===== src/pivm_pkg.sv =====
// constants of the priority interrupt vector modifier
// Summary of operation
// - request vector fetch redirected to level vector
// - valid means level at or above mask
// - all other addresses pass unchanged
// - level vector access loads mask register
// - mask setting access itself not rewritten
// - capture requests each phase two, except in request and trap vectors
// - eight request lines, one per level
// - pulse latch set always, cleared by adapter
// - adapter bit raises comm controller interrupt
// - level n selects pair 2n above lowest
// - no valid request keeps default nibble
// - level seven highest, mask zero to seven
package pivm_pkg;

  localparam int unsigned NUM_LEVELS  = 8;
  localparam int unsigned ADDR_W      = 16;
  localparam int unsigned LVL_W       = 3;
  localparam int unsigned NIB_W       = 4;

  // address field positions of the rewritten nibble
  localparam int unsigned NIB_LSB     = 1;
  localparam int unsigned NIB_MSB     = 4;

  // vector area: level vectors from lowest pair up to highest pair
  localparam logic [ADDR_W-1:0] LVL_VEC_LO  = 16'hFFE8;
  localparam logic [ADDR_W-1:0] LVL_VEC_HI  = 16'hFFF7;
  // request vector pair
  localparam logic [ADDR_W-1:0] REQ_VEC_LO  = 16'hFFF8;
  localparam logic [ADDR_W-1:0] REQ_VEC_HI  = 16'hFFF9;
  // request plus software trap vectors, capture suppressed here
  localparam logic [ADDR_W-1:0] HOLD_VEC_LO = 16'hFFF8;
  localparam logic [ADDR_W-1:0] HOLD_VEC_HI = 16'hFFFB;

  // nibble of the lowest level pair, and the default request nibble
  localparam logic [NIB_W-1:0]  NIB_LEVEL0  = 4'h4;
  localparam logic [NIB_W-1:0]  NIB_DEFAULT = 4'hC;

  // reset values
  localparam logic [LVL_W-1:0]  MASK_RST    = 3'h0;
  localparam logic [7:0]        REQ_RST     = 8'h00;
  localparam logic [ADDR_W-1:0] ADDR_RST    = 16'h0000;

  // default set of request lines that pass through a pulse latch
  localparam logic [7:0]        LATCHED_DEF = 8'h01;

endpackage


===== src/pivm_top.sv =====
// priority interrupt logic with vector address modifier and mask register
`timescale 1ns/100ps
module pivm_top #(
  parameter logic [7:0] LATCHED_LINES = pivm_pkg::LATCHED_DEF
) (
  // clock, reset, enable
  input  wire logic                        ref_clk,
  input  wire logic                        arst_n,
  input  wire logic                        clk_en,
  // processor bus, same clock domain
  input  wire logic [pivm_pkg::ADDR_W-1:0] cpu_addr,
  input  wire logic                        cpu_vma,
  input  wire logic                        cpu_rw,
  input  wire logic                        cpu_phase2,
  // incoming request pins, asynchronous, active high
  input  wire logic [7:0]                  irq_req,
  // local parallel adapter bits
  input  wire logic                        adapter_latch_keep,
  input  wire logic                        adapter_comm_irq,
  // outputs toward processor and memory
  output logic [pivm_pkg::ADDR_W-1:0]      mod_addr,
  output logic                             cpu_irq_n,
  output logic                             comm_irq_n,
  output logic [pivm_pkg::LVL_W-1:0]       mask_level,
  output logic [7:0]                       int_reg,
  output logic                             vec_fetch
);

  // all state of the block except the reset synchroniser
  typedef struct packed {
    logic [7:0]                  sync1;
    logic [7:0]                  sync2;
    logic [7:0]                  sync3;
    logic [7:0]                  req;
    logic [7:0]                  latch;
    logic [7:0]                  intr;
    logic [pivm_pkg::LVL_W-1:0]  mask;
    logic                        ph2;
    logic [pivm_pkg::ADDR_W-1:0] addr;
    logic                        irq_n;
    logic                        comm_n;
    logic                        vfetch;
  } pivm_state_t;

  pivm_state_t st_q;
  pivm_state_t st_d;

  logic [1:0]  rst_sync_q;
  logic        rst_n;

  // combinational helpers
  logic                        in_lvl_area;
  logic                        in_req_vec;
  logic                        in_hold_vec;
  logic [7:0]                  eff_req;
  logic [7:0]                  valid;
  logic                        any_valid;
  logic [pivm_pkg::LVL_W-1:0]  top_lvl;
  logic [pivm_pkg::NIB_W-1:0]  lvl_nib;
  logic [pivm_pkg::NIB_W-1:0]  new_nib;
  logic                        ph2_start;

  // the level logic assumes exactly eight levels and a three bit mask
  if (pivm_pkg::NUM_LEVELS != 8 || pivm_pkg::LVL_W != 3) begin : g_chk
    $error("pivm_top serves eight levels only");
  end

  // with no latched line a short pulse could vanish before it is serviced
  if (LATCHED_LINES == 8'h00) begin : g_chk_latch
    $error("pivm_top needs at least one latched request line");
  end

  // reset release through two flops; assertion stays asynchronous
  always_ff @(posedge ref_clk or negedge arst_n) begin
    if (!arst_n) begin
      rst_sync_q <= 2'h0;
    end else begin
      rst_sync_q <= {rst_sync_q[0], 1'b1};
    end
  end
  assign rst_n = rst_sync_q[1];

  // address decode, only counted while the processor drives the bus
  // the hold window also covers the trap pair, so a trap fetch freezes capture too
  always_comb begin
    in_lvl_area = cpu_vma && (cpu_addr >= pivm_pkg::LVL_VEC_LO)
                  && (cpu_addr <= pivm_pkg::LVL_VEC_HI);
    in_req_vec  = cpu_vma && (cpu_addr >= pivm_pkg::REQ_VEC_LO)
                  && (cpu_addr <= pivm_pkg::REQ_VEC_HI);
    in_hold_vec = cpu_vma && (cpu_addr >= pivm_pkg::HOLD_VEC_LO)
                  && (cpu_addr <= pivm_pkg::HOLD_VEC_HI);
  end

  // request lines as seen by the interrupt register
  always_comb begin
    eff_req = (st_q.req & ~LATCHED_LINES) | (st_q.latch & LATCHED_LINES);
  end

  // valid requests and the highest of them
  // priority encoder: the upward loop leaves the highest valid level behind
  always_comb begin
    valid   = 8'h00;
    top_lvl = 3'h0;
    for (int i = 0; i < 8; i++) begin
      if (st_q.intr[i] && (i >= int'(st_q.mask))) begin
        valid[i] = 1'b1;
      end
    end
    for (int i = 0; i < 8; i++) begin
      if (valid[i]) begin
        top_lvl = i[2:0];
      end
    end
    any_valid = |valid;
    // level n sits 2n cells above the lowest pair
    lvl_nib   = pivm_pkg::NIB_LEVEL0 + {1'b0, top_lvl};
  end

  // nibble on address lines four to one
  always_comb begin
    new_nib = cpu_addr[pivm_pkg::NIB_MSB:pivm_pkg::NIB_LSB];
    if (in_req_vec && any_valid) begin
      new_nib = lvl_nib;
    end else if (in_req_vec) begin
      new_nib = pivm_pkg::NIB_DEFAULT;
    end
  end

  // phase two start, seen as a rise of the phase qualifier
  // the previous sample resets low, so the first phase after reset may look
  // like a start; the request chain is still empty then, so nothing is lost
  always_comb begin
    ph2_start = cpu_phase2 && !st_q.ph2;
  end

  // next state
  always_comb begin
    st_d = st_q;

    // three stage synchroniser, a change counts once stages agree
    // so a metastable first stage can never reach the interrupt register
    st_d.sync1 = irq_req;
    st_d.sync2 = st_q.sync1;
    st_d.sync3 = st_q.sync2;
    for (int i = 0; i < 8; i++) begin
      if (st_q.sync2[i] == st_q.sync3[i]) begin
        st_d.req[i] = st_q.sync3[i];
      end
    end

    // pulse latch: a request always sets it, even while clearing
    // a line outside the latched set passes straight and keeps its latch at zero
    for (int i = 0; i < 8; i++) begin
      if (LATCHED_LINES[i]) begin
        if (st_q.req[i]) begin
          st_d.latch[i] = 1'b1;
        end else if (!adapter_latch_keep) begin
          st_d.latch[i] = 1'b0;
        end
      end else begin
        st_d.latch[i] = 1'b0;
      end
    end

    st_d.ph2 = cpu_phase2;

    // capture frozen during vector fetch so the nibble stays stable
    if (ph2_start && !in_hold_vec) begin
      st_d.intr = eff_req;
    end

    // any read or write in the level area loads its level
    // a write sets the mask without disturbing processor registers
    if (in_lvl_area) begin
      st_d.mask = 3'(cpu_addr[pivm_pkg::NIB_MSB:pivm_pkg::NIB_LSB]
                  - pivm_pkg::NIB_LEVEL0);
    end

    // only bits four to one ever change; level area passes as is
    st_d.addr = {cpu_addr[pivm_pkg::ADDR_W-1:pivm_pkg::NIB_MSB+1],
                 new_nib,
                 cpu_addr[0]};

    st_d.irq_n  = !any_valid;
    st_d.comm_n = !adapter_comm_irq;
    st_d.vfetch = in_req_vec;
  end

  // state register, frozen while the enable is low
  always_ff @(posedge ref_clk or negedge rst_n) begin
    if (!rst_n) begin
      st_q.sync1  <= pivm_pkg::REQ_RST;
      st_q.sync2  <= pivm_pkg::REQ_RST;
      st_q.sync3  <= pivm_pkg::REQ_RST;
      st_q.req    <= pivm_pkg::REQ_RST;
      st_q.latch  <= pivm_pkg::REQ_RST;
      st_q.intr   <= pivm_pkg::REQ_RST;
      st_q.mask   <= pivm_pkg::MASK_RST;
      st_q.ph2    <= 1'b0;
      st_q.addr   <= pivm_pkg::ADDR_RST;
      st_q.irq_n  <= 1'b1;
      st_q.comm_n <= 1'b1;
      st_q.vfetch <= 1'b0;
    end else if (clk_en) begin
      st_q <= st_d;
    end
  end

  // outputs straight from flops
  // registering the address costs a cycle but keeps decode glitches off memory
  assign mod_addr   = st_q.addr;
  assign cpu_irq_n  = st_q.irq_n;
  assign comm_irq_n = st_q.comm_n;
  assign mask_level = st_q.mask;
  assign int_reg    = st_q.intr;
  assign vec_fetch  = st_q.vfetch;

  // cpu_rw is unused: mask setting acts on reads and writes alike
  logic unused_rw;
  assign unused_rw = cpu_rw;

endmodule


===== config.mk =====
export PLATFORM = sky130hd
export DESIGN_NAME = pivm_top
export DESIGN_NICKNAME = d
export VERILOG_FILES = /design/src/pivm_pkg.sv /design/src/pivm_top.sv
export SDC_FILE = /design/constraint.sdc
export NUM_CORES = 1
export LEC_CHECK = 0
export BUFFER_PORTS_ARGS = -buffer_cell sky130_fd_sc_hd__buf_2
export CAP_MARGIN = 15
export CELL_PAD_IN_SITES_DETAIL_PLACEMENT = 1
export CELL_PAD_IN_SITES_GLOBAL_PLACEMENT = 1
export CORE_UTILIZATION = 30
export DETAILED_ROUTE_END_ITERATION = 12
export PLACE_DENSITY_LB_ADDON = 0.1
export SLEW_MARGIN = 20
export SYNTH_ARGS = -nofsm -noshare
export SYNTH_HDL_FRONTEND = slang
export SYNTH_SLANG_ARGS = --single-unit

===== constraint.sdc =====
create_clock -name ref_clk -period 3.3 [get_ports ref_clk]
set_input_delay 0.165 -clock ref_clk [delete_from_list [all_inputs] [get_ports ref_clk]]
set_output_delay 0.165 -clock ref_clk [all_outputs]
set_load 0.01 [all_outputs]

==> results_dict.tcl, run 1 <==
set metrics [dict create \
    ant_nets 0 \
    cts_made_buffers 9 \
    ctsLongestPathBuffers 2 \
    synth_top_area_share_pct 54.7 \
    synth.area.top_cells "dfrtp_1 55%, mux2_2 15%, buf_4 6.9%, o21ai_0 5.1%, a21oi_1 2.2%" \
    outcome "finished clean" \
    ys_types 36 \
    pwr-share-clk_pct 31.2 \
    dpl.hpwl_um 4060 \
    place_inst 405 \
    die_h_um 101 \
    muxShareOfSynthArea_pct 15.6 \
    synth_edf_count 0 \
    drive_gt1_share_pct 41.2 \
    dr.pass1.iters 5 \
    grt_pass1_vias 1920 \
    p_seq_share_pct 50.5 \
    clockRootBuffer "clkbuf_8" \
    avgSynthCellArea_um2 11.8 \
    grt_pass1_wl_um 9870 \
    regMostFlops "st_q" \
    final_area_um2 3390 \
    start_kind "register" \
    final.min_clock_period_ps 1700 \
    antenna_found_initial 0 \
    grt-ovfl-total 0 \
    yosysWarningCount 0 \
    place_area_um2 3170 \
    tns_ps 0 \
    routed-via-count 1915 \
    hold_viol 0 \
    grt_usage_pct 12.9 \
    fin_util_pct 36.2 \
    p_leak_nw 1.52 \
    ys_seq_area_share_pct 56.4 \
    cp-end-kind "register" \
    slew_headroom_pct 54.0 \
    final_nets 321 \
    htree_num_levels 3 \
    die-width_um 101 \
    setup_violations 0 \
    synth_compound_area_share_pct 10.9 \
    n_antenna_cell 0 \
    drv_cap 0 \
    ys_async_sr_fraction_pct 100 \
    grt_max_degree 64 \
    io_pins 62 \
    worst-endpoint-arrival_ps 1940 \
    power.density_nw_per_um2 648 \
    hp-class "primary input to register" \
    vias_per_cell 4.53 \
    synth_flop_cell "dfrtp_1" \
    routedWlPerCell_um 13.7 \
    core_um2 9370 \
    rsz0062_at_grt "false" \
    slew_violations 0 \
    setup_ws_ps 1600 \
    critPathMaxFanout 9 \
    ir_drop_mv 0.259 \
    synth_xor_area_share_pct 0.299 \
    drc 0 \
    cts_sinks 66 \
    period_share_pct 51.6 \
    synth_nets 281 \
    totalWireLength_um 5810 \
    syn-cell-area_um2 2930 \
    synth_top_area_cell "dfrtp_1" \
    globalplace.congestion 0.707 \
    synth_simple_gate_area_share_pct 6.23 \
    combinationalPowerShare_pct 18.3 \
    start_util_pct 31.3 \
    cts_tree "yes" \
    max_freq_mhz 587 \
    switching_power_uw 626 \
    final-instance-count-excl-fill 423 \
    skew_ps 10.5 \
    criticalPathCategory "register to register" \
    path_clk_slew_ps 70 \
    first_iter_violations 71 \
    synth_top_family_by_area "multiplexers" \
    areaGrowthSynthToFinish_pct 15.7 \
    swShare_pct 28.5 \
    insertion_delay_ps 340 \
    tightest_slew_ps 690 \
    largest_reg_flops 18 \
    ys_ff_latch 66 \
    portBuffers 60 \
    die_area_um2 10200 \
    post-place-ws_ps 1600 \
    required_ps 3530 \
    synth_fa_ha_area_share_pct 0 \
    syn_inst 249 \
    internal_power_mw 1.57 \
    rows 35 \
]
## cell type report
cell class	count	area, µm²
flip-flops and latches	66	1660
repair buffers	65	343
clock buffers	14	163
fillers	1058	5980
inverters	16	60.1
clock inverters	2	35.0
well taps	129	161
multi-input cells	131	973
## stage by stage
step	hold WS [ps]	total power [mW]
after floorplan	-131	1.45
after global placement	-45.7	1.52
after detailed placement	-44.7	1.54
after CTS	24.8	2.24
after global routing	33.9	2.34
final	40.3	2.20
## kinds of logic (layout without fill, tap and decap cells)
logic type,after synthesis,in the layout
flops,66,66
compound gates,54,54
simple gates,34,34
xor+xnor,1,1
buf+inv,52,97
mux,41,41
other cells,1,1
## worst paths after layout
path | start | end | slack [ps] | cells past startpoint
max in group asynchronous | rst_sync_q[1] | st_q[54] | 2330 | 1
worst min-delay path | adapter_latch_keep | st_q[31] | 40 | 3
worst max-delay path | mask_level[2] | mod_addr[4] | 1600 | 4
min in group asynchronous | arst_n | rst_sync_q[0] | 130 | 2
worst max register to register | mask_level[2] | mod_addr[4] | 1600 | 4
worst min register to register | rst_sync_q[1] | mod_addr[4] | 220 | 0
## placed cells by master (no fill, tap or decap), types with 2 or more instances in the layout
cell type	count
o21ai_0	30
dlygate4sd3_1	2
a21oi_1	13
clkbuf_8	11
buf_4	3
nor4_1	2
clkbuf_1	3
nand4_1	2
nand3b_1	2
buf_2	60
dfstp_2	2
nor2_1	2
mux2i_1	3
mux2_2	38
nor3_1	4
nor2b_1	2
dfrtp_1	63
inv_1	16
a2bb2oi_1	2
nand2_1	14
## repair_timing
item | CTS | global route
setup buffers | 0 | 0
hold buffers | 2 | 0
gates resized for setup | 0 | 0
hold endpoints to repair | 3 | 0
## Yosys cell counts, drive strengths merged (2+ instances only)
cell type and number:
nor2 3, nand4 3, nor4 2, clkbuf 3, a211oi 2, dfrtp 64, nand2 14, a2bb2oi 2
nor2b 2, buf 33, nand3b 2, mux2i 3, o21ai 30, mux2 38, inv 16, a21oi 13
nor3 4, dfstp 2
## power groups by stage
stage	clock [mW]	sequential, mW	combinational, mW
detailed placement	0	1.13	0.409
floorplan	0	1.08	0.364
finish	0.686	1.11	0.401
global placement	0	1.12	0.397
CTS	0.716	1.11	0.412
global route	0.749	1.14	0.453
## worst max-delay path: stages (launching register included)
cell and delay (ps):
dfrtp_1 510, nand3_1 140, a221oi_1 540, inv_1 90, o31a_1 310
## routing by layer
| layer | vias to the layer above | routed length, µm | track usage (%) |
|---|---|---|---|
| li1 | 914 | - | - |
| met1 | 947 | 2920 | 18.1 |
| met5 | - | 0 | 0 |
| met4 | 0 | 93 | 6.35 |
| met3 | 8 | 303 | 4.09 |
| met2 | 46 | 2500 | 17.8 |
No activity file was read; power rests on OpenSTA's default activity.
==> inputs of run 2 (changes only) <==
--- a/config.mk
+++ b/config.mk
@@ -5,6 +5,7 @@
 export SDC_FILE = /design/constraint.sdc
 export NUM_CORES = 1
 export LEC_CHECK = 0
+export ABC_AREA = 1
 export BUFFER_PORTS_ARGS = -buffer_cell sky130_fd_sc_hd__buf_2
 export CAP_MARGIN = 15
 export CELL_PAD_IN_SITES_DETAIL_PLACEMENT = 1
==> constraint.sdc (replaced) <==
create_clock -name ref_clk -period 1.4 [get_ports ref_clk]
set_input_delay 0.07 -clock ref_clk [delete_from_list [all_inputs] [get_ports ref_clk]]
set_output_delay 0.07 -clock ref_clk [all_outputs]
set_load 0.01 [all_outputs]
==> run 2 against run 1 <==
- first-iteration DRC count increased by 9.9%
- critical path type is now primary input to register
- setup slack worse by 1500 ps
- synthesized area up 4.0%
- combinational power rose by 110%
- clock skew decreased by 2.2 ps
- global-route usage is 2.1 points higher
- die area up 3.9%
- critical endpoint is now int_reg[6]
==> results_dict.tcl, run 2 <==
set metrics [dict create \
    criticalPathCategory "primary input to register" \
    ant_nets 0 \
    die_h_um 103 \
    drv_cap 0 \
    syn-cell-area_um2 3050 \
    swShare_pct 29.0 \
    routedWlPerCell_um 12.9 \
    hold_viol 0 \
    totalWireLength_um 7250 \
    final.min_clock_period_ps 1270 \
    combinationalPowerShare_pct 17.7 \
    p_leak_nw 2.10 \
    worst-endpoint-arrival_ps 1530 \
    die_area_um2 10600 \
    syn_inst 363 \
    ys_seq_area_share_pct 54.3 \
    synth_edf_count 0 \
    grt_pass1_vias 2396 \
    cts_sinks 66 \
    crit_family "buffers and inverters" \
    path_clk_slew_ps 70 \
    grt_pass1_wl_um 12100 \
    antenna_found_initial 0 \
    final_nets 458 \
    slew_violations 0 \
    synth_flop_cell "dfrtp_1" \
    internal_power_mw 3.45 \
    ctsLongestPathBuffers 2 \
    ys_types 25 \
    critPathMaxStageDelay_ps 520 \
    globalplace.congestion 0.729 \
    regMostFlops "st_q" \
    pwr-share-clk_pct 33.9 \
    critPathMaxFanout 8 \
    routed-via-count 2436 \
    cp-startpoint "cpu_addr[3]" \
    crit_chain "dlygate4sd3_1 > buf_2 > nand2_1 > nor2_4 > o211ai_4 > buf_12 > nand2_8 > nand2_2 > nand2_1" \
    cp_common_cell "nand2_1" \
    die-width_um 103 \
    n_antenna_cell 0 \
    ir_drop_mv 0.572 \
    outcome "finished clean" \
    portBuffers 60 \
    drc 0 \
    rsz0062_at_grt "false" \
    insertion_delay_ps 330 \
    timing.rr.start "mask_level[2]" \
    crit_buf_inv 3 \
    avgSynthCellArea_um2 8.40 \
    largest_reg_flops 18 \
    skew_ps 8.28 \
    period_share_pct 90.6 \
    p_seq_share_pct 48.5 \
    htree_num_levels 3 \
    start_util_pct 31.0 \
    areaGrowthSynthToFinish_pct 27.9 \
    first_iter_violations 78 \
    vias_per_cell 4.32 \
    synth.area.top_cells "dfrtp_1 53%, nand2_1 19%, buf_4 6.7%, o21ai_0 3.9%, nand3_1 3.3%" \
    synth_top_area_cell "dfrtp_1" \
    cp-end-kind "register" \
    clockRootBuffer "clkbuf_8" \
    required_ps 1670 \
    ys_ff_latch 66 \
    layout_commonest_cell "nand2_1" \
    switching_power_mw 1.41 \
    tns_ps 0 \
    cts_tree "yes" \
    start_kind "primary input" \
    crit_slowest_cell "dlygate4sd3_1" \
    synth_top_area_share_pct 52.5 \
    rows 36 \
    drive_gt1_share_pct 24.6 \
    synth.most_common_cell "nand2_1" \
    io_pins 62 \
    synth_nets 395 \
    core_um2 9820 \
    grt_max_degree 45 \
    ys_async_sr_fraction_pct 100 \
    final_cell_mix "148 x nand2_1, 61 x dfrtp_1, 54 x buf_2" \
    cts_made_buffers 9 \
    post-place-ws_ps 57.9 \
    max_freq_mhz 789 \
    setup_violations 0 \
    yosysWarningCount 0 \
    hp-class "primary input to async pin" \
    grt-ovfl-total 0 \
    synth_common_cells "156 x nand2_1, 64 x dfrtp_1, 27 x buf_4" \
    dr.pass1.iters 4 \
    dpl.hpwl_um 5140 \
    power.density_nw_per_um2 1250 \
    grt_usage_pct 15.0 \
    setup_ws_ps 132 \
]
run 2: stage by stage:
step                util, %  hold slack [ps]  power [mW]  cells  cell area [µm²]
floorplan                 -             -226        2.97    363             3050
global placement       34.3             -143        3.17    526             3370
detailed placement     34.3             -141        3.21    526             3370
CTS                    38.9             20.1        4.95    567             3820
global route           39.7             22.1        5.20    564             3900
finish                 39.7             41.4        4.86    564             3900
run 2: timing repair:
item | 4_1_cts | 5_1_grt
buffers inserted | 0 | 2
hold endpoints to repair | 26 | 0
gates resized for setup | 0 | 18
setup endpoints to repair | 0 | 12
hold buffers | 25 | 0
run 2: worst paths after layout:
kind / endpoint / slack (ps) / cells after the start
worst max-delay path: int_reg[6] / 130 / 9
worst min-delay path: rst_sync_q[1] / 40 / 2
worst max register to register: mod_addr[2] / 160 / 7
worst min register to register: mod_addr[8] / 170 / 0
max in group asynchronous: comm_irq_n / 700 / 1
min in group ref_clk: vec_fetch / 40 / 2
run 2: metal layers:
layer  vias to the layer above  routed length, µm  GRT usage (%)
li1                       1238                  -              -
met1                      1153               3620           20.7
met2                        40               3310           23.3
met3                         5                256           4.34
met4                         0                 59           3.58
met5                         -                  0              0
run 2: kinds of logic after synthesis:
group	after synthesis	synth area share, %
simple gates	201	27.8
flops	66	54.3
buf+inv	59	10.7
compound gates	36	7.10
other cells	1	0.123
run 2: power by group through the flow:
stage / Combinational [mW] / Sequential [mW] / Clock, mW
2_1_floorplan: 0.612 / 2.36 / 0
3_3_place_gp: 0.791 / 2.38 / 0
3_5_place_dp: 0.818 / 2.39 / 0
4_1_cts: 0.873 / 2.36 / 1.72
5_1_grt: 1.00 / 2.40 / 1.80
6_report: 0.858 / 2.36 / 1.65
run 2: final cells by class:
class	instances	area, µm²
fillers	1206	5920
clock buffers	12	155
repair buffers	90	686
well taps	133	166
inverters	21	78.8
multi-input cells	238	1100
flip-flops and latches	66	1660
clock inverters	4	51.3
